$ cat config.mk
export PLATFORM = sky130hd
export DESIGN_NAME = mmp_port
export DESIGN_NICKNAME = d
export VERILOG_FILES = /design/src/rtl/mmp_pkg.sv /design/src/rtl/mmp_arb_slot.sv /design/src/rtl/mmp_port.sv
export SDC_FILE = /design/constraint.sdc
export NUM_CORES = 1
export LEC_CHECK = 0
export BUFFER_PORTS_ARGS = -buffer_cell sky130_fd_sc_hd__buf_2
export CAP_MARGIN = 10
export CORE_ASPECT_RATIO = 1.2
export CORE_MARGIN = 3
export CORE_UTILIZATION = 30
export CTS_BUF_LIST = sky130_fd_sc_hd__clkbuf_8
export DETAILED_ROUTE_END_ITERATION = 12
export RECOVER_POWER = 50
export SLEW_MARGIN = 20
export SYNTH_ARGS = -nofsm -noshare
export SYNTH_HDL_FRONTEND = slang
export SYNTH_SLANG_ARGS = --single-unit
$ cat constraint.sdc
create_clock -name clk_sys_in -period 2.5 [get_ports clk_sys_in]
set_clock_uncertainty 0.15 [all_clocks]
set_input_delay 0.375 -clock clk_sys_in [delete_from_list [all_inputs] [get_ports clk_sys_in]]
set_output_delay 0.375 -clock clk_sys_in [all_outputs]
set_load 0.005 [all_outputs]
$ cat src/rtl/mmp_pkg.sv
package mmp_pkg;

  localparam int CLK_PERIOD_NS = 5;
  localparam int CCLK_MHZ      = 10;
  localparam int BCLK_MHZ      = 5;
  localparam int ADDR_SETUP_NS = 35;
  localparam int ADDR_HOLD_NS  = 35;

  localparam int CCLK_HALF_CYC  = 1000 / (2 * CCLK_MHZ * CLK_PERIOD_NS);
  localparam int BCLK_PER_CCLK  = CCLK_MHZ / BCLK_MHZ;
  localparam int ADDR_SETUP_CYC = (ADDR_SETUP_NS + CLK_PERIOD_NS - 1) / CLK_PERIOD_NS;
  localparam int ADDR_HOLD_CYC  = (ADDR_HOLD_NS + CLK_PERIOD_NS - 1) / CLK_PERIOD_NS;

  localparam logic [4:0] CCLK_LAST    = 5'(CCLK_HALF_CYC - 1);
  localparam logic       BCLK_PH_LAST = 1'(BCLK_PER_CCLK - 1);
  localparam logic [3:0] SETUP_LAST   = 4'(ADDR_SETUP_CYC - 1);
  localparam logic [3:0] HOLD_LAST    = 4'(ADDR_HOLD_CYC - 1);

  localparam int ADR_W    = 20;
  localparam int IO_ADR_W = 16;
  localparam int DAT_W    = 16;
  localparam int INT_W    = 8;
  localparam int SYNC_W   = DAT_W + INT_W + 3;

  localparam logic [ADR_W-1:0] ADR_OE_MEM = 20'h00000;
  localparam logic [ADR_W-1:0] ADR_OE_IO  = 20'hF0000;
  localparam logic [ADR_W-1:0] ADR_OE_OFF = 20'hFFFFF;
  localparam logic             LINE_IDLE  = 1'b1;

  typedef enum logic [2:0] {
    ST_IDLE,
    ST_SETUP,
    ST_CMD,
    ST_HOLD,
    ST_DONE
  } mmp_state_t;

  typedef struct packed {
    logic             write;
    logic             io;
    logic             byte_acc;
    logic             wide_card;
    logic [ADR_W-1:0] addr;
    logic [DAT_W-1:0] wdata;
  } mmp_req_t;

  typedef struct packed {
    logic [ADR_W-1:0] adr;
    logic [ADR_W-1:0] adr_oe_n;
    logic [DAT_W-1:0] dat;
    logic             dat_oe_n;
    logic             bhen_n;
    logic             bhen_oe_n;
    logic             mrdc_n;
    logic             mwtc_n;
    logic             iordc_n;
    logic             iowtc_n;
    logic             cmd_oe_n;
  } mmp_bus_t;

endpackage

$ cat src/rtl/mmp_arb_slot.sv
`timescale 1ns/10ps
module mmp_arb_slot (
  // Clock, reset and freeze.
  input  wire logic clk_sys_in,
  input  wire logic reset_n_in,
  input  wire logic ce_in,
  // Arbitration.
  input  wire logic arb_edge_in,
  input  wire logic pri_in,
  input  wire logic want_in,
  input  wire logic bus_free_in,
  input  wire logic may_release_in,
  output logic      pri_out,
  output logic      own_out
);

  // The chain is combinational so a new request blocks lower slots within the same edge.
  assign pri_out = pri_in && !want_in;

  always_ff @(posedge clk_sys_in or negedge reset_n_in) begin
    if (!reset_n_in) begin
      own_out <= 1'b0;
    end else if (ce_in && arb_edge_in) begin
      if (!own_out && pri_in && want_in && bus_free_in) begin
        own_out <= 1'b1;
      end else if (own_out && !want_in && may_release_in) begin
        own_out <= 1'b0;
      end
    end
  end

endmodule

$ cat src/rtl/mmp_port.sv
`timescale 1ns/10ps
module mmp_port #(
  parameter int NREQ = 2
) (
  // Clock, reset and freeze.
  input  wire logic                                clk_sys_in,
  input  wire logic                                reset_n_in,
  input  wire logic                                ce_in,
  // Local requesters, index 0 has the higher priority.
  input  wire logic             [NREQ-1:0]         req_valid_in,
  input  wire mmp_pkg::mmp_req_t [NREQ-1:0]        req_in,
  output logic                  [NREQ-1:0]         done_out,
  output logic                  [NREQ-1:0]         owner_out,
  output logic                  [mmp_pkg::DAT_W-1:0] rdata_out,
  // Bus transfer lines.
  output mmp_pkg::mmp_bus_t                        bus_out,
  input  wire logic             [mmp_pkg::DAT_W-1:0] dat_in,
  input  wire logic                                xack_n_in,
  // Arbitration lines.
  input  wire logic                                bpri_n_in,
  output logic                                     bpro_n_out,
  input  wire logic                                busy_n_in,
  output logic                                     busy_n_out,
  output logic                                     busy_oe_n_out,
  // Bus clocks.
  output logic                                     cclk_n_out,
  output logic                                     bclk_n_out,
  // Interrupt lines.
  input  wire logic             [mmp_pkg::INT_W-1:0] int_n_in,
  output logic                  [mmp_pkg::INT_W-1:0] irq_out
);

  localparam int IDX_W = (NREQ > 1) ? $clog2(NREQ) : 1;

  logic [mmp_pkg::SYNC_W-1:0] sync_a;
  logic [mmp_pkg::SYNC_W-1:0] sync_b;
  logic [mmp_pkg::DAT_W-1:0]  dat_s;
  logic [mmp_pkg::INT_W-1:0]  int_n_s;
  logic                       xack_n_s;
  logic                       bpri_n_s;
  logic                       busy_n_s;
  logic [4:0]                 cclk_cnt;
  logic                       cclk_tick;
  logic                       bclk_ph;
  logic                       bclk_edge;
  logic [NREQ:0]              chain;
  logic [NREQ-1:0]            owner;
  logic                       owner_any;
  logic [IDX_W-1:0]           sel_idx;
  logic [IDX_W-1:0]           cur_idx;
  mmp_pkg::mmp_state_t        st;
  logic [3:0]                 cnt;
  mmp_pkg::mmp_req_t          cur;
  logic                       drv;
  logic                       odd_wide;

  // Every pin input is foreign to this clock and goes through two stages.
  always_ff @(posedge clk_sys_in or negedge reset_n_in) begin
    if (!reset_n_in) begin
      sync_a <= '1;
      sync_b <= '1;
    end else if (ce_in) begin
      sync_a <= {dat_in, int_n_in, xack_n_in, bpri_n_in, busy_n_in};
      sync_b <= sync_a;
    end
  end

  assign {dat_s, int_n_s, xack_n_s, bpri_n_s, busy_n_s} = sync_b;

  // Both bus clocks come from one counter so their edges stay aligned.
  assign cclk_tick = (cclk_cnt == mmp_pkg::CCLK_LAST);
  assign bclk_edge = cclk_tick && (bclk_ph == mmp_pkg::BCLK_PH_LAST) && bclk_n_out;

  always_ff @(posedge clk_sys_in or negedge reset_n_in) begin
    if (!reset_n_in) begin
      cclk_cnt   <= 5'h00;
      cclk_n_out <= mmp_pkg::LINE_IDLE;
      bclk_ph    <= 1'b0;
      bclk_n_out <= mmp_pkg::LINE_IDLE;
    end else if (ce_in) begin
      if (cclk_tick) begin
        cclk_cnt   <= 5'h00;
        cclk_n_out <= !cclk_n_out;
        if (bclk_ph == mmp_pkg::BCLK_PH_LAST) begin
          bclk_ph    <= 1'b0;
          bclk_n_out <= !bclk_n_out;
        end else begin
          bclk_ph <= bclk_ph + 1'b1;
        end
      end else begin
        cclk_cnt <= cclk_cnt + 5'h01;
      end
    end
  end

  // The upstream grant enters slot 0; each slot hands it on only while it does not want the bus.
  assign chain[0]   = !bpri_n_s;
  assign bpro_n_out = !chain[NREQ];
  assign owner_any  = |owner;
  assign owner_out  = owner;

  for (genvar i = 0; i < NREQ; i++) begin : g_slot
    mmp_arb_slot u_slot (
      .clk_sys_in     (clk_sys_in),
      .reset_n_in     (reset_n_in),
      .ce_in          (ce_in),
      .arb_edge_in    (bclk_edge),
      .pri_in         (chain[i]),
      .want_in        (req_valid_in[i]),
      .bus_free_in    (busy_n_s && !owner_any),
      .may_release_in (st == mmp_pkg::ST_IDLE),
      .pri_out        (chain[i+1]),
      .own_out        (owner[i])
    );
  end

  // The bus stays claimed for as long as any local slot owns it.
  assign busy_n_out    = 1'b0;
  assign busy_oe_n_out = !owner_any;

  always_comb begin
    sel_idx = '0;
    for (int i = 0; i < NREQ; i++) begin
      if (owner[i]) begin
        sel_idx = IDX_W'(i);
      end
    end
  end

  always_ff @(posedge clk_sys_in or negedge reset_n_in) begin
    if (!reset_n_in) begin
      st      <= mmp_pkg::ST_IDLE;
      cnt     <= 4'h0;
      cur     <= '0;
      cur_idx <= '0;
    end else if (ce_in) begin
      case (st)
        mmp_pkg::ST_IDLE: begin
          if (owner_any && req_valid_in[sel_idx]) begin
            cur     <= req_in[sel_idx];
            cur_idx <= sel_idx;
            cnt     <= 4'h0;
            st      <= mmp_pkg::ST_SETUP;
          end
        end
        mmp_pkg::ST_SETUP: begin
          cnt <= cnt + 4'h1;
          if (cnt == mmp_pkg::SETUP_LAST) begin
            cnt <= 4'h0;
            st  <= mmp_pkg::ST_CMD;
          end
        end
        mmp_pkg::ST_CMD: begin
          if (!xack_n_s) begin
            st <= mmp_pkg::ST_HOLD;
          end
        end
        mmp_pkg::ST_HOLD: begin
          cnt <= cnt + 4'h1;
          if (cnt == mmp_pkg::HOLD_LAST) begin
            cnt <= 4'h0;
            st  <= mmp_pkg::ST_DONE;
          end
        end
        mmp_pkg::ST_DONE: begin
          st <= mmp_pkg::ST_IDLE;
        end
        default: begin
          st <= mmp_pkg::ST_IDLE;
        end
      endcase
    end
  end

  assign drv      = (st == mmp_pkg::ST_SETUP) || (st == mmp_pkg::ST_CMD) || (st == mmp_pkg::ST_HOLD);
  assign odd_wide = cur.addr[0] && cur.wide_card;

  // A 16-bit card takes an odd byte on the high lane; an 8-bit card wants it swapped low.
  always_ff @(posedge clk_sys_in or negedge reset_n_in) begin
    if (!reset_n_in) begin
      rdata_out <= 16'h0000;
    end else if (ce_in && st == mmp_pkg::ST_CMD && !xack_n_s && !cur.write) begin
      if (!cur.byte_acc) begin
        rdata_out <= dat_s;
      end else if (odd_wide) begin
        rdata_out <= {8'h00, dat_s[15:8]};
      end else begin
        rdata_out <= {8'h00, dat_s[7:0]};
      end
    end
  end

  always_comb begin
    for (int i = 0; i < NREQ; i++) begin
      done_out[i] = (st == mmp_pkg::ST_DONE) && (cur_idx == IDX_W'(i));
    end
  end

  always_comb begin
    bus_out = '1;
    // I/O keeps the low sixteen lines, so 8-bit I/O slaves see their address unchanged.
    bus_out.adr = cur.io ? {4'h0, cur.addr[mmp_pkg::IO_ADR_W-1:0]} : cur.addr;
    if (!drv) begin
      bus_out.adr_oe_n = mmp_pkg::ADR_OE_OFF;
    end else if (cur.io) begin
      bus_out.adr_oe_n = mmp_pkg::ADR_OE_IO;
    end else begin
      bus_out.adr_oe_n = mmp_pkg::ADR_OE_MEM;
    end
    // Replicating a byte on both lanes serves either card width without knowing it.
    bus_out.dat       = cur.byte_acc ? {2{cur.wdata[7:0]}} : cur.wdata;
    bus_out.dat_oe_n  = !(drv && cur.write);
    bus_out.bhen_n    = !(!cur.byte_acc || odd_wide);
    bus_out.bhen_oe_n = !drv;
    bus_out.mrdc_n    = !(st == mmp_pkg::ST_CMD && !cur.io && !cur.write);
    bus_out.mwtc_n    = !(st == mmp_pkg::ST_CMD && !cur.io && cur.write);
    bus_out.iordc_n   = !(st == mmp_pkg::ST_CMD && cur.io && !cur.write);
    bus_out.iowtc_n   = !(st == mmp_pkg::ST_CMD && cur.io && cur.write);
    bus_out.cmd_oe_n  = !owner_any;
  end

  // Interrupts are plain levels; no acknowledge cycle is ever run.
  always_ff @(posedge clk_sys_in or negedge reset_n_in) begin
    if (!reset_n_in) begin
      irq_out <= 8'h00;
    end else if (ce_in) begin
      irq_out <= ~int_n_s;
    end
  end
endmodule

## Word level (Yosys, flattened, before mapping)

Cells that the tools add are included.

| word-level totals | value |
|---|---|
| register bits after elaboration | 136 |
| latch bits | 0 |
| memory bits (writable) | 0 |
| ROM bits | 0 |
| input port bits | 112 |
| output and inout bits | 97 |
| memories | 0 |

| cells by class | value |
|---|---|
| add/sub/neg operators | 3 |
| multipliers | 0 |
| divide/modulo/power cells | 0 |
| magnitude comparators | 1 |
| equal/unequal tests | 10 |
| shift-type cells | 0 |
| muxes and demuxes | 25 |
| bitwise operators | 2 |
| reductions and logical operators | 66 |

Operators by type and width:

| operator | count |
|---|---|
| $mux 40 | 2 |
| $mux 20 | 3 |
| $mux 16 | 2 |
| $logic_and 1x1->1 | 30 |
| $logic_not 1->1 | 20 |
| $mux 3 | 4 |
| $pmux 3 s4 | 1 |
| $reduce_and 3->1 | 3 |
| $mux 1 | 8 |
| $mux 4 | 2 |
| $mux 8 | 1 |
| $ne 2x2->1 const B | 4 |
| $not 8->8 | 1 |
| $pmux 4 s2 | 1 |
| $eq 3x2->1 const B | 2 |
| $reduce_and 2->1 | 3 |
| $reduce_bool 2->1 | 3 |
| $add 5x1->5 const B | 1 |
| $eq 5x4->1 const B | 1 |
| $mux 5 | 1 |
| $reduce_and 5->1 | 1 |
| $add 4x1->4 const B | 1 |
| $eq 4x3->1 const B | 1 |
| $reduce_or 2->1 | 2 |
| 7 further kinds | 9 |

## Longest topological paths before layout

Gate-level depths: netlist (run 1).

| logic depth | value |
|---|---|
| depth after elaboration | 7 |
| depth in mapped cells | 6 |
| depth with buffers taken out | 5 |

## Cells and area by module

From an unflattened synthesis (run 1), not the netlist that was laid out.

| second synthesis, totals | value |
|---|---|
| cell total of the unflattened synthesis | 563 |
| area, all modules | 6398.6 sq um |

Modules (own cells, without submodules):

| module | instances | cells an instance | area each (sq um) |
|---|---|---|---|
| mmp_port | 1 | 551 | 6266.0 |
| mmp_arb_slot | 2 | 6 | 66.3 |

## Least setup slack after synthesis (run 1)

Ideal clock, no wire load.

| path | value |
|---|---|
| kind | reg-to-output |
| from | reg st[0] |
| to | out bus_out[4] (netlist bit) |
| data arrival time | 1373 ps |
| slack | 602 ps |
| stages on the path, launching flop included | 4 |
| cells stage by stage | dfrtp_1 -> buf_2 -> or3b_2 -> or3_1 |

RTL lines:

| element | line | source |
|---|---|---|
| start: declaration | mmp_port.sv:51 | `mmp_pkg::mmp_state_t st;` |
| start signal: assignment | mmp_port.sv:132 | `st <= mmp_pkg::ST_IDLE;` |
| start signal: assignment | mmp_port.sv:143 | `st <= mmp_pkg::ST_SETUP;` |
| start signal: assignment | mmp_port.sv:150 | `st <= mmp_pkg::ST_CMD;` |
| end: declaration | mmp_port.sv:16 | `output mmp_pkg::mmp_bus_t bus_out,` |

==> results.md, run 1 <==
* Storage element area at approximately 3500 um^2
* Power share of the sequential group at 41.5%
* Reg2Reg Setup Slack at roughly 0.45 ns
* Clk pwr share at between 20% and 30%
* Crit-path max cell delay at approximately 0.53 ns
* Final nets at approximately 810
* Share of post-route cells with drive strength above 1 at 68.2%
* Met2 usage at 19.6%
* Largest net degree at the start of global routing at 81
* CP Data Required Time at about 2.0 ns
* Die Width at 143 um
* Clock slew at reported path FFs at approximately 0.08 ns
* Mapped Nets at ~620
* Leakage at ~0.0039 uW
* CTS root buf: clkbuf_8
* Power per standard cell area at 1020 nW/um^2
* Worst R2R Start: st[2]
* Final slew viol count at 0
* Total core area at around 22,000 um^2
* Psw at approximately 2700 uW
* Max cap viols at 0
* Post-synth EDFFs at 0
* Port bufs at just over 200
* Filler cells at about 2,100
* Synthesis Warnings at 0
* Cell Area, Synth at between 6000 and 7000 um^2
* GRT met1 Usage at between 10% and 20%
* IO Pins at 209
* Hold/Removal Path Class: in2reg
* DP HPWL at 10,400 um
* Synth Register Bits at 136
* Pint at between 5000 and 6000 uW
* Antenna Nets Post-Route at 0
* CTS tree: built
* CTS sink cnt at between 100 and 150
* Critical path class: reg2out
* Post-Route Setup TNS at 0 ns
* Vias in the first global route at around 4,300
* Crit. Startpoint: st[2]
* Clk Latency, worst-skew pair at approximately 0.43 ns
* Post-route clock period utilization at 96.0%
* Worst setup SP type: flip-flop
* Endpoints failing setup at 0
* Status: complete, no violations
* Final wirelength at between 10,000 and 15,000 um
* Initial Util at 30.8%
* Drt first pass iters at 4
* All-Layer GR Usage at between 10% and 20%
* Vias at around 4,300
* First-pass GRT wire length at ~23,000 um
* Final hold viol count at 0
* Max H-tree Level at 4
* Element type at the critical path end: output pin
* Mapped Avg Cell Area at roughly 13 um^2
* Initial DRC count at 101
* DR WL/cell at roughly 15 um
* Max Fclk at 417 MHz
* Grt met3 use at about 3.7%
* Net Sw Frac at between 30% and 40%
* Logic pwr share at 37.4%
* Synth unique cells at 54
* Slowest stage cell, crit path: or3b_2
* Critical path arrival at roughly 1.9 ns
* Die Area at 24,400 um^2
* CP Cell Sequence: or3b_2 > or3_1 > buf_2
* Gr busiest metal: met2
* RSZ-0062 raised after global routing: no
* Multi-input gate area at between 2000 and 3000 um^2
* Total CTS buffers at 17
* Slew headroom at about 19%
* Layout Area Growth over Synthesis at 24.0%
* Final core occ at between 30% and 40%
* Peak VDD IR at about 0.35 mV
* Die H at 170 um
* Minimum clock period at ~2.4 ns
* GP Congestion at a little under 0.8
* Register area share after synthesis at between 50% and 60%
* Hold_sp: dat_in[15]
* Drt drc at 0
* Vias per cell at ~4.4
* Slew @ Worst Pin at approximately 1.2 ns
* Ys async rst share at 100%
* Initial antenna violation count at 0
* Row count at 59
* Overflow after GRT at 0
* Crit-path max FO at 8
* Post-Synthesis Cells at between 500 and 600
* CTS Buffer Depth at 2
* Top_reg_cell synth: dfrtp_1
* N_diodes at 0
## power groups by stage
stage	Clock (uW)	Combinational (uW)	Sequential (uW)
detailed placement	0	3190	3600
global placement	0	3140	3580
floorplan	0	2640	3380
global route	2000	3530	3660
CTS	1900	3240	3560
finish	1800	3190	3540
## cell families after synthesis
kind of cell,synth area share [%]
flops,51.4
xor+xnor,0.518
buf+inv,8.58
compound gates,2.57
mux,30.0
simple gates,6.16
fa+ha+maj,0.740
other cells,0.0555
## cells in the final DEF (no fill, tap or decap), drive strengths merged, types with 6 or more instances in the layout
master / Yosys / final
dlygate4sd3: 0 / 26
mux2i: 10 / 10
mux2: 168 / 168
nor2: 8 / 8
nand2b: 6 / 6
inv: 17 / 19
nor2b: 14 / 14
dfstp: 56 / 56
clkinv: 0 / 6
clkbuf: 14 / 23
dfrtp: 80 / 80
nand2: 11 / 11
buf: 59 / 214
## synthesized netlist by cell type (all sizes together), types with 2 or more instances
cell    count  share of area, %
mux2      168                29
dfrtp      80                30
buf        59               6.7
dfstp      56                22
inv        17              0.94
clkbuf     14              0.93
nor2b      14               1.3
nand2      11              0.65
mux2i      10               1.5
nor2        8              0.44
nand2b      6              0.67
ha          4              0.74
nand3       4              0.30
o21ai       4              0.30
xnor2       4              0.52
and3        3              0.28
nand3b      3              0.52
nand4       3              0.28
o22ai       3              0.28
or3         3              0.30
a21oi       2              0.15
a41oi       2              0.26
nor3        2              0.15
nor4        2              0.41
or4         2              0.24
## per-layer routing
metal	part of all wire [%]	wire [um]	vias to the layer above
met5	0	0	-
met4	1.2	180	0
met2	47	6870	147
met3	6.7	985	13
li1	-	-	2085
met1	45	6560	2061
## critical path, delay by kind of cell (launching register included)
kind                   cells  cell delay (ns)
buffers and inverters      1             0.13
and+or+nand+nor            2             0.85
DFF                        1             0.47
## registers in the layout (all words and copies together), names as in the netlist
register and cells:
bclk_n_out 1, bclk_ph 1, cclk_cnt 5, cclk_n_out 1
cnt 4, cur 40, cur_idx 1, g_slot.u_slot.own_out 2
irq_out 8, rdata_out 16, st 3, sync_a 27
sync_b 27
## metrics by stage
stage	cells	hold WS, ns	total power [uW]	instance area, um^2	worst slack, ns
finish	978	0.0416	8520	8390	0.100
global route	978	0.00356	9180	8390	0.0125
CTS	976	0.000267	8700	8390	0.0271
detailed placement	919	0.185	6790	7750	0.445
global placement	919	0.189	6730	7750	0.484
floorplan	501	-0.0706	6020	6760	0.602
## what timing repair did
| action | in CTS | in global routing |
|---|---|---|
| resized for setup | 2 | 0 |
| setup endpoints to repair | 1 | 3 |
| hold buffers | 25 | 1 |
| setup buffers | 0 | 1 |
| hold endpoints to repair | 45 | 1 |
## worst paths after layout
kind / end / cells past startpoint
worst min register to register: cclk_n_out / 1
worst min-delay path: sync_a[26] / 2
worst max-delay path: bus_out[4] / 3
min in group asynchronous: cur[6] / 2
max in group asynchronous: rdata_out[10] / 3
worst max register to register: cur[36] / 4
## final cells by class
class	instances	share of cell area (%)
sequential	136	41.5
timing repair buffer	244	16.7
inverter	17	0.761
tap	274	4.09
clock buffer	19	3.12
multi-input combinational	275	32.3
clock inverter	13	1.57
Note: power is estimated with default switching activity, not from simulation.
==> run 2, diff against run 1 <==
Clock period 2.5 ns to 2.4 ns, I/O delays scaled along.
==> run 2 against run 1 <==
  * The run now ends with max-capacitance violations, max-slew violations left
  * Non-clock buffer count up 10
  * Register-to-register slack got worse by 0.12 ns
  * Sequential share of layout area decreased by 0.46 points
  * Sequential cell count did not move
  * Sequential power is 3% higher
  * Clock power rose by 8%
  * Critical path depth unchanged
  * Wire length increased by 2.8%
  * Combinational power is 7.2% higher
  * Critical path type unchanged
  * Largest power group unchanged
  * Highest routed layer unchanged
==> results.md, run 2 (synthesis results as in run 1) <==
* Status: complete, but fails checks
* Violated checks: max-capacitance violations, max-slew violations
* Tot Pwr at 9010 uW (+5.7%)
* Largest regs: cur x40, sync_a x27, sync_b x27
* Worst setup SP type: flip-flop
* Hold EP: cur[30]
* Max cap viols at 2 (+2)
* Slew headroom at -3.34% (-22 points)
* Hold_sp: req_in[70]
* Vias at 4,374 (+1.6%)
* Hold/Removal Path Class: in2reg
* Largest net degree at the start of global routing at 60 (-26%)
* All-Layer GR Usage at 12.2% (+0.34 points)
* R2r worst-path depth at 5 (+1)
* Clock slew at reported path FFs at 0.09 ns (about the same)
* Vias per cell at 4.42 (+0.45%)
* Minimum clock period at 2.26 ns
* Row count at 59 (unchanged)
* Port bufs at 207 (unchanged)
* Met2 usage at 20.2% (+0.57 points)
* Drt first pass iters at 4 (unchanged)
* GRT met1 Usage at 15.3% (+0.56 points)
* Hold Path Stages at 3 (+1)
* Worst R2R Start: st[2]
* CTS tree: built
* Post-route clock period utilization at 94.3%
* Slowest stage cell, crit path: nor4_1
* DP HPWL at 10,700 um (+3.3%)
* Final wirelength at 15,000 um (+2.8%)
* Fin Hold WS at 0.121 ns (+0.0790 ns)
* DR WL/cell at 15.2 um (+1.7%)
* Final slew viol count at 117 (+117)
* Endpoints failing setup at 0 (unchanged)
* GP Congestion at 0.802 (+1.2%)
* Slew @ Worst Pin at 1.55 ns (+0.329 ns)
* CP Data Required Time at 1.89 ns (-0.09 ns)
* Final nets at 817 (+1.2%)
* CTS Buffer Depth at 2 (unchanged)
* Critical path class: reg2out
* Most common cell after layout, fill and taps aside: buf_2
* First-pass GRT wire length at 23,200 um (+2.8%)
* Max Fclk at approximately 440 MHz
* CTS sink cnt at 136 (unchanged)
* Layout Area Growth over Synthesis at 25.4%
* Share of post-route cells with drive strength above 1 at 68.8% (+0.59 points)
* Placed inst area at 7770 um^2 (+0.32%)
* Peak VDD IR at 0.449 mV (+27%)
* Crit-path max FO at 11 (+3)
* Critical path arrival at 1.75 ns (-0.12 ns)
* CTS root buf: clkbuf_8
* Leakage at 0.00391 uW (+1.4%)
* FF-to-FF End: cur[16]
* CP Cell Sequence: buf_4 > nor4_1 > buf_2
* Critical path's top delay family: simple AND/OR/NAND/NOR gates
* IO Pins at 209 (unchanged)
* Vias in the first global route at 4,338 (+0.12%)
* Final Instance Area at 8480 um^2 (+1.2%)
* Grt met3 use at 3.68% (+0.028 points)
* Reg2Reg Setup Slack at 0.33 ns (-0.12 ns)
* Initial antenna violation count at 1 (+1)
* Clk Latency, worst-skew pair at 0.44 ns (about the same)
* Gr busiest metal: met2
* WP buf/inv at 2 (+1)
* Total CTS buffers at 17 (unchanged)
* Drt drc at 0 (unchanged)
* Die Area at 24,400 um^2 (unchanged)
* Die H at 170 um (unchanged)
* Max H-tree Level at 4 (unchanged)
* Initial Util at 30.8% (unchanged)
* Total core area at 21,900 um^2 (unchanged)
* Die Width at 143 um (unchanged)
* Antenna Nets Post-Route at 0 (unchanged)
* RSZ-0062 raised after global routing: no
* Final core occ at 38.7% (+0.45 points)
* Overflow after GRT at 0 (unchanged)
* Power per standard cell area at 1060 nW/um^2 (+4.5%)
* Crit-path max cell delay at 0.50 ns (-0.03 ns)
* Final hold viol count at 0 (unchanged)
* Max FFs per register at 40 (unchanged)
* Most flop-heavy register: cur
* Element type at the critical path end: output pin
* Initial DRC count at 125 (+24%)
* Most frequent cells in the layout: buf_2, mux2_2, dfrtp_1
* Post-Route Setup TNS at 0 ns (unchanged)
run 2: cell types whose count changed in the layout (fill, tap and decap cells not counted), moves of 2 or more:
cell,before,now
clkinv_2,3,1
inv_6,0,2
clkinv_4,3,6
dlygate4sd3_1,26,28
buf_4,6,15
inv_1,19,17
clkinvlp_4,3,1
run 2: metal layers:
metal | wire length, um | vias up
met5 | 0 | -
met4 | 163 | 0
met3 | 1080 | 13
met2 | 7140 | 157
met1 | 6630 | 2100
li1 | - | 2104
run 2: cell type report:
| class | count | area [um^2] |
|---|---|---|
| clock inverters | 13 | 146 |
| clock buffers | 19 | 262 |
| well taps | 274 | 343 |
| multi-input cells | 275 | 2710 |
| flip-flops and latches | 136 | 3480 |
| diodes | 1 | 2.50 |
| fillers | 2123 | 13400 |
| inverters | 17 | 63.8 |
| repair buffers | 254 | 1480 |
run 2: power breakdown:
| part | switching [uW] | internal (uW) |
|---|---|---|
| combinational | 1440 | 1970 |
| clock | 956 | 989 |
| sequential | 515 | 3140 |
run 2: stage by stage:
stage	std cells	setup slack [ns]
final	989	0.138
after global routing	989	0.0783
after CTS	988	0.0269
after detailed placement	924	0.376
after global placement	924	0.385
after floorplan	501	0.517
run 2: worst max path at each step:
stage / startpoint / to / cells after the start
after floorplan: st[0] / bus_out[4] / 3
after global placement: st[0] / bus_out[4] / 3
after detailed placement: st[0] / bus_out[4] / 3
after CTS: st[0] / bus_out[4] / 3
after global routing: st[0] / bus_out[4] / 3
final: st[0] / done_out[0] / 3
run 2: timing repair:
action	CTS	global route
hold endpoints to repair	65	0
setup endpoints to repair	19	18
hold buffers	28	0
resized for setup	3	2
setup buffers	4	0
pin swaps	0	0
cloned	0	0
run 2: worst reg2reg max path, cell delays in order, from the launching register on:
cell and delay [ns]:
dfrtp_2 0.43, buf_4 0.15, nand2b_4 0.16, a2111oi_4 0.38
buf_12 0.30, mux2_2 0.40
==> run 3, diff against run 2 <==
Settings changed: ABC_AREA set to 1.
==> run 3 against run 2 <==
  * The run now ends clean
  * Critical path type unchanged
  * Register-to-register slack gained 0.26 ns
  * Sequential cell count is the same
  * Final cell count grew 34%
  * Via count grew 33%
  * Area after synthesis shrank 1.4%
  * Wire length grew 20%
  * Non-clock buffer count shrank 1
  * Worst hold slack lost 0.054 ns
  * Cell area shrank 1.9%
  * Sequential power shrank 7.9%
==> results.md, run 3 <==
* Drt drc at 0 (unchanged)
* Drt first pass iters at 4 (unchanged)
* Endpoints failing setup at 0 (unchanged)
* Peak VDD IR at 0.386 mV (-14%)
* GP Congestion at 0.745 (-7.2%)
* Slowest stage cell, crit path: dfrtp_2
* N_diodes at 0 (-1)
* Final Instance Area at 8320 um^2 (-1.9%)
* Initial Util at 30.6% (-0.23 points)
* Final hold viol count at 0 (unchanged)
* Top_reg_cell synth: dfrtp_1
* Max cap viols at 0 (-2)
* Layout Area Growth over Synthesis at 24.8%
* Synthesis Warnings at 0 (unchanged)
* Final core occ at 38.2% (-0.49 points)
* CTS Buffer Depth at 2 (unchanged)
* Fin Hold WS at 0.0666 ns (-0.0539 ns)
* Final slew viol count at 0 (-100%)
* Vias per cell at 4.37 (-1.1%)
* Max H-tree Level at 4 (unchanged)
* Post-Synthesis Cells at 855 (+71%)
* RSZ-0062 raised after global routing: no
* Mapped Nets at 971 (+57%)
* Most flop-heavy register: cur
* Largest net degree at the start of global routing at 61 (+1.7%)
* CP Data Required Time at 1.89 ns (about the same)
* DR WL/cell at 13.5 um (-11%)
* IO Pins at 209 (unchanged)
* Max Fclk at 446 MHz (+0.78%)
* Post-Route Setup TNS at 0 ns (unchanged)
* Synth unique cells at 25 (-54%)
* Share of post-route cells with drive strength above 1 at 30.3% (-39 points)
* Worst setup SP type: flip-flop
* Die Area at 24,100 um^2 (-1.4%)
* WP buf/inv at 3 (+1)
* Element type at the critical path end: output pin
* Largest regs: cur x40, sync_a x27, sync_b x27
* Power per standard cell area at 938 nW/um^2 (-12%)
* Placed inst area at 7680 um^2 (-1.2%)
* Crit-path max cell delay at 0.44 ns (-0.06 ns)
* Post-route clock period utilization at 93.5% (-0.73 points)
* Initial antenna violation count at 0 (-1)
* All-Layer GR Usage at 14.7% (+2.5 points)
* Critical path class: reg2out
* Crit-path max FO at 14 (+3)
* Minimum clock period at 2.24 ns (-0.0175 ns)
* Synth area leaders: dfrtp_1, nand2_1, dfstp_2, o21ai_0, buf_4
* CTS tree: built
* First-pass GRT wire length at 28,000 um (+21%)
* Synth top area share at 30.0% (+0.43 points)
* Leakage at 0.00452 uW (+16%)
* Most common cell after layout, fill and taps aside: nand2_1
* Initial DRC count at 195 (+56%)
* Die H at 169 um (-0.69%)
* Hold Path Stages at 5 (+2)
* CTS sink cnt at 136 (unchanged)
* Slew headroom at 15.6% (+19 points)
* Ys async rst share at 100% (unchanged)
* Max FFs per register at 40 (unchanged)
* Register area share after synthesis at 52.1% (+0.74 points)
* Post-CTS setup buffers at 0 (-4)
* Most frequent cells in the layout: nand2_1, buf_2, o21ai_0
* Vias at 5,806 (+33%)
* Vias in the first global route at 5,473 (+26%)
* Clk Latency, worst-skew pair at 0.44 ns (about the same)
* Hold/Removal Path Class: in2reg
* Port bufs at 207 (unchanged)
* Mapped Avg Cell Area at 7.80 um^2 (-42%)
* Post-synth EDFFs at 0 (unchanged)
* CP Cell Sequence: nor2_4 > nand2_2 > buf_4 > inv_1 > nand3_1 > buf_2
* CTS root buf: clkbuf_8
* Clock slew at reported path FFs at 0.09 ns (about the same)
* R2r worst-path depth at 9 (+4)
* Overflow after GRT at 0 (unchanged)
* Leading area contributor after synthesis: dfrtp_1
* Critical path's top delay family: buffers and inverters
* Final wirelength at 18,000 um (+20%)
* Status: complete, no violations
* Row count at 59 (unchanged)
* Most numerous cell in the Yosys netlist: nand2_1
* Total CTS buffers at 17 (unchanged)
* Total core area at 21,800 um^2 (-0.67%)
* Stages on worst setup path at 6 (+3)
* Antenna Nets Post-Route at 0 (unchanged)
* Commonest cells post-synth: nand2_1, o21ai_0, dfrtp_1
* Slew @ Worst Pin at 1.27 ns (-0.284 ns)
* Die Width at 142 um (-0.69%)
* Critical path arrival at 1.73 ns (-0.02 ns)
* Synth Register Bits at 136 (unchanged)
* Final nets at 1,157 (+42%)
* DP HPWL at 13,100 um (+22%)
* Cell Area, Synth at 6670 um^2 (-1.4%)
## run 3: changes by cell type after synthesis, moves of 10 or more
cell	previous run	this run
nand3_1	4	30
mux2_4	10	0
nor2b_1	14	0
mux2_2	157	0
nand2_1	10	396
mux2i_1	10	0
nor2_1	8	30
inv_1	17	49
clkbuf_1	13	29
o21ai_0	4	99
## run 3: routing by layer
layer	wire length (um)	track usage, %
met1	8190	18.5
met5	0	0
met4	241	4.30
met2	8530	24.9
met3	1030	3.52
## run 3: power by group
part / internal [uW] / leakage (uW) / switching [uW]
Combinational: 1050 / 0.00273 / 1560
Sequential: 2960 / 0.00160 / 403
Clock: 842 / 0.000192 / 991
Total: 4850 / 0.00452 / 2950
## run 3: cells by family (layout without fill, tap and decap cells)
logic type / after synthesis / in the layout / share of synthesized area (%)
fa+ha+maj: 4 / 4 / 0.751
flops: 136 / 136 / 52.1
compound gates: 104 / 104 / 7.83
simple gates: 469 / 469 / 27.6
buf+inv: 136 / 335 / 11.0
other cells: 1 / 1 / 0.0563
xor+xnor: 5 / 5 / 0.657
## run 3: worst register-to-register path, stage by stage (launching register included)
cell and delay (ns):
dfrtp_1 0.42, inv_1 0.09, ha_1 0.15, nand2_1 0.05, inv_1 0.06, nand3_1 0.18
nor2_1 0.37, nand3_1 0.13, nand2_1 0.08, nand2_1 0.05
## run 3: timing repair
item | in CTS | in global routing
endpoints found under the setup margin | 0 | 2
gates resized for setup | 0 | 1
hold buffers | 28 | 0
endpoints found under the hold margin | 41 | 0
## run 3: final cells by class
type,count,area (um^2)
Inverter,50,188
Timing Repair Buffer,253,1480
Tap cell,274,343
Sequential cell,136,3480
Clock buffer,17,234
Fill cell,2309,13500
Clock inverter,15,140
Multi-Input combinational cell,583,2460
## run 3: path summary, 6_finish.rpt
check / from / endpoint / slack (ns)
max reg2reg: cclk_cnt[1] / g_slot[1].u_slot.own_out / 0.59
max: st[0] / bus_out[3] / 0.16
min reg2reg: sync_a[25] / sync_b[25] / 0.31
min in group asynchronous: reset_n_in / irq_out[3] / 0.59
min: req_in[10] / cur[10] / 0.07
max in group asynchronous: reset_n_in / sync_a[24] / 0.39
## run 3: metrics by stage
stage / cells / setup WS [ns] / total power, uW
3_3_place_gp: 1268 / 0.592 / 6000
2_1_floorplan: 855 / 0.780 / 5160
6_report: 1328 / 0.155 / 7810
5_1_grt: 1328 / 0.00729 / 8450
3_5_place_dp: 1268 / 0.602 / 6050
4_1_cts: 1328 / 0.0930 / 7970
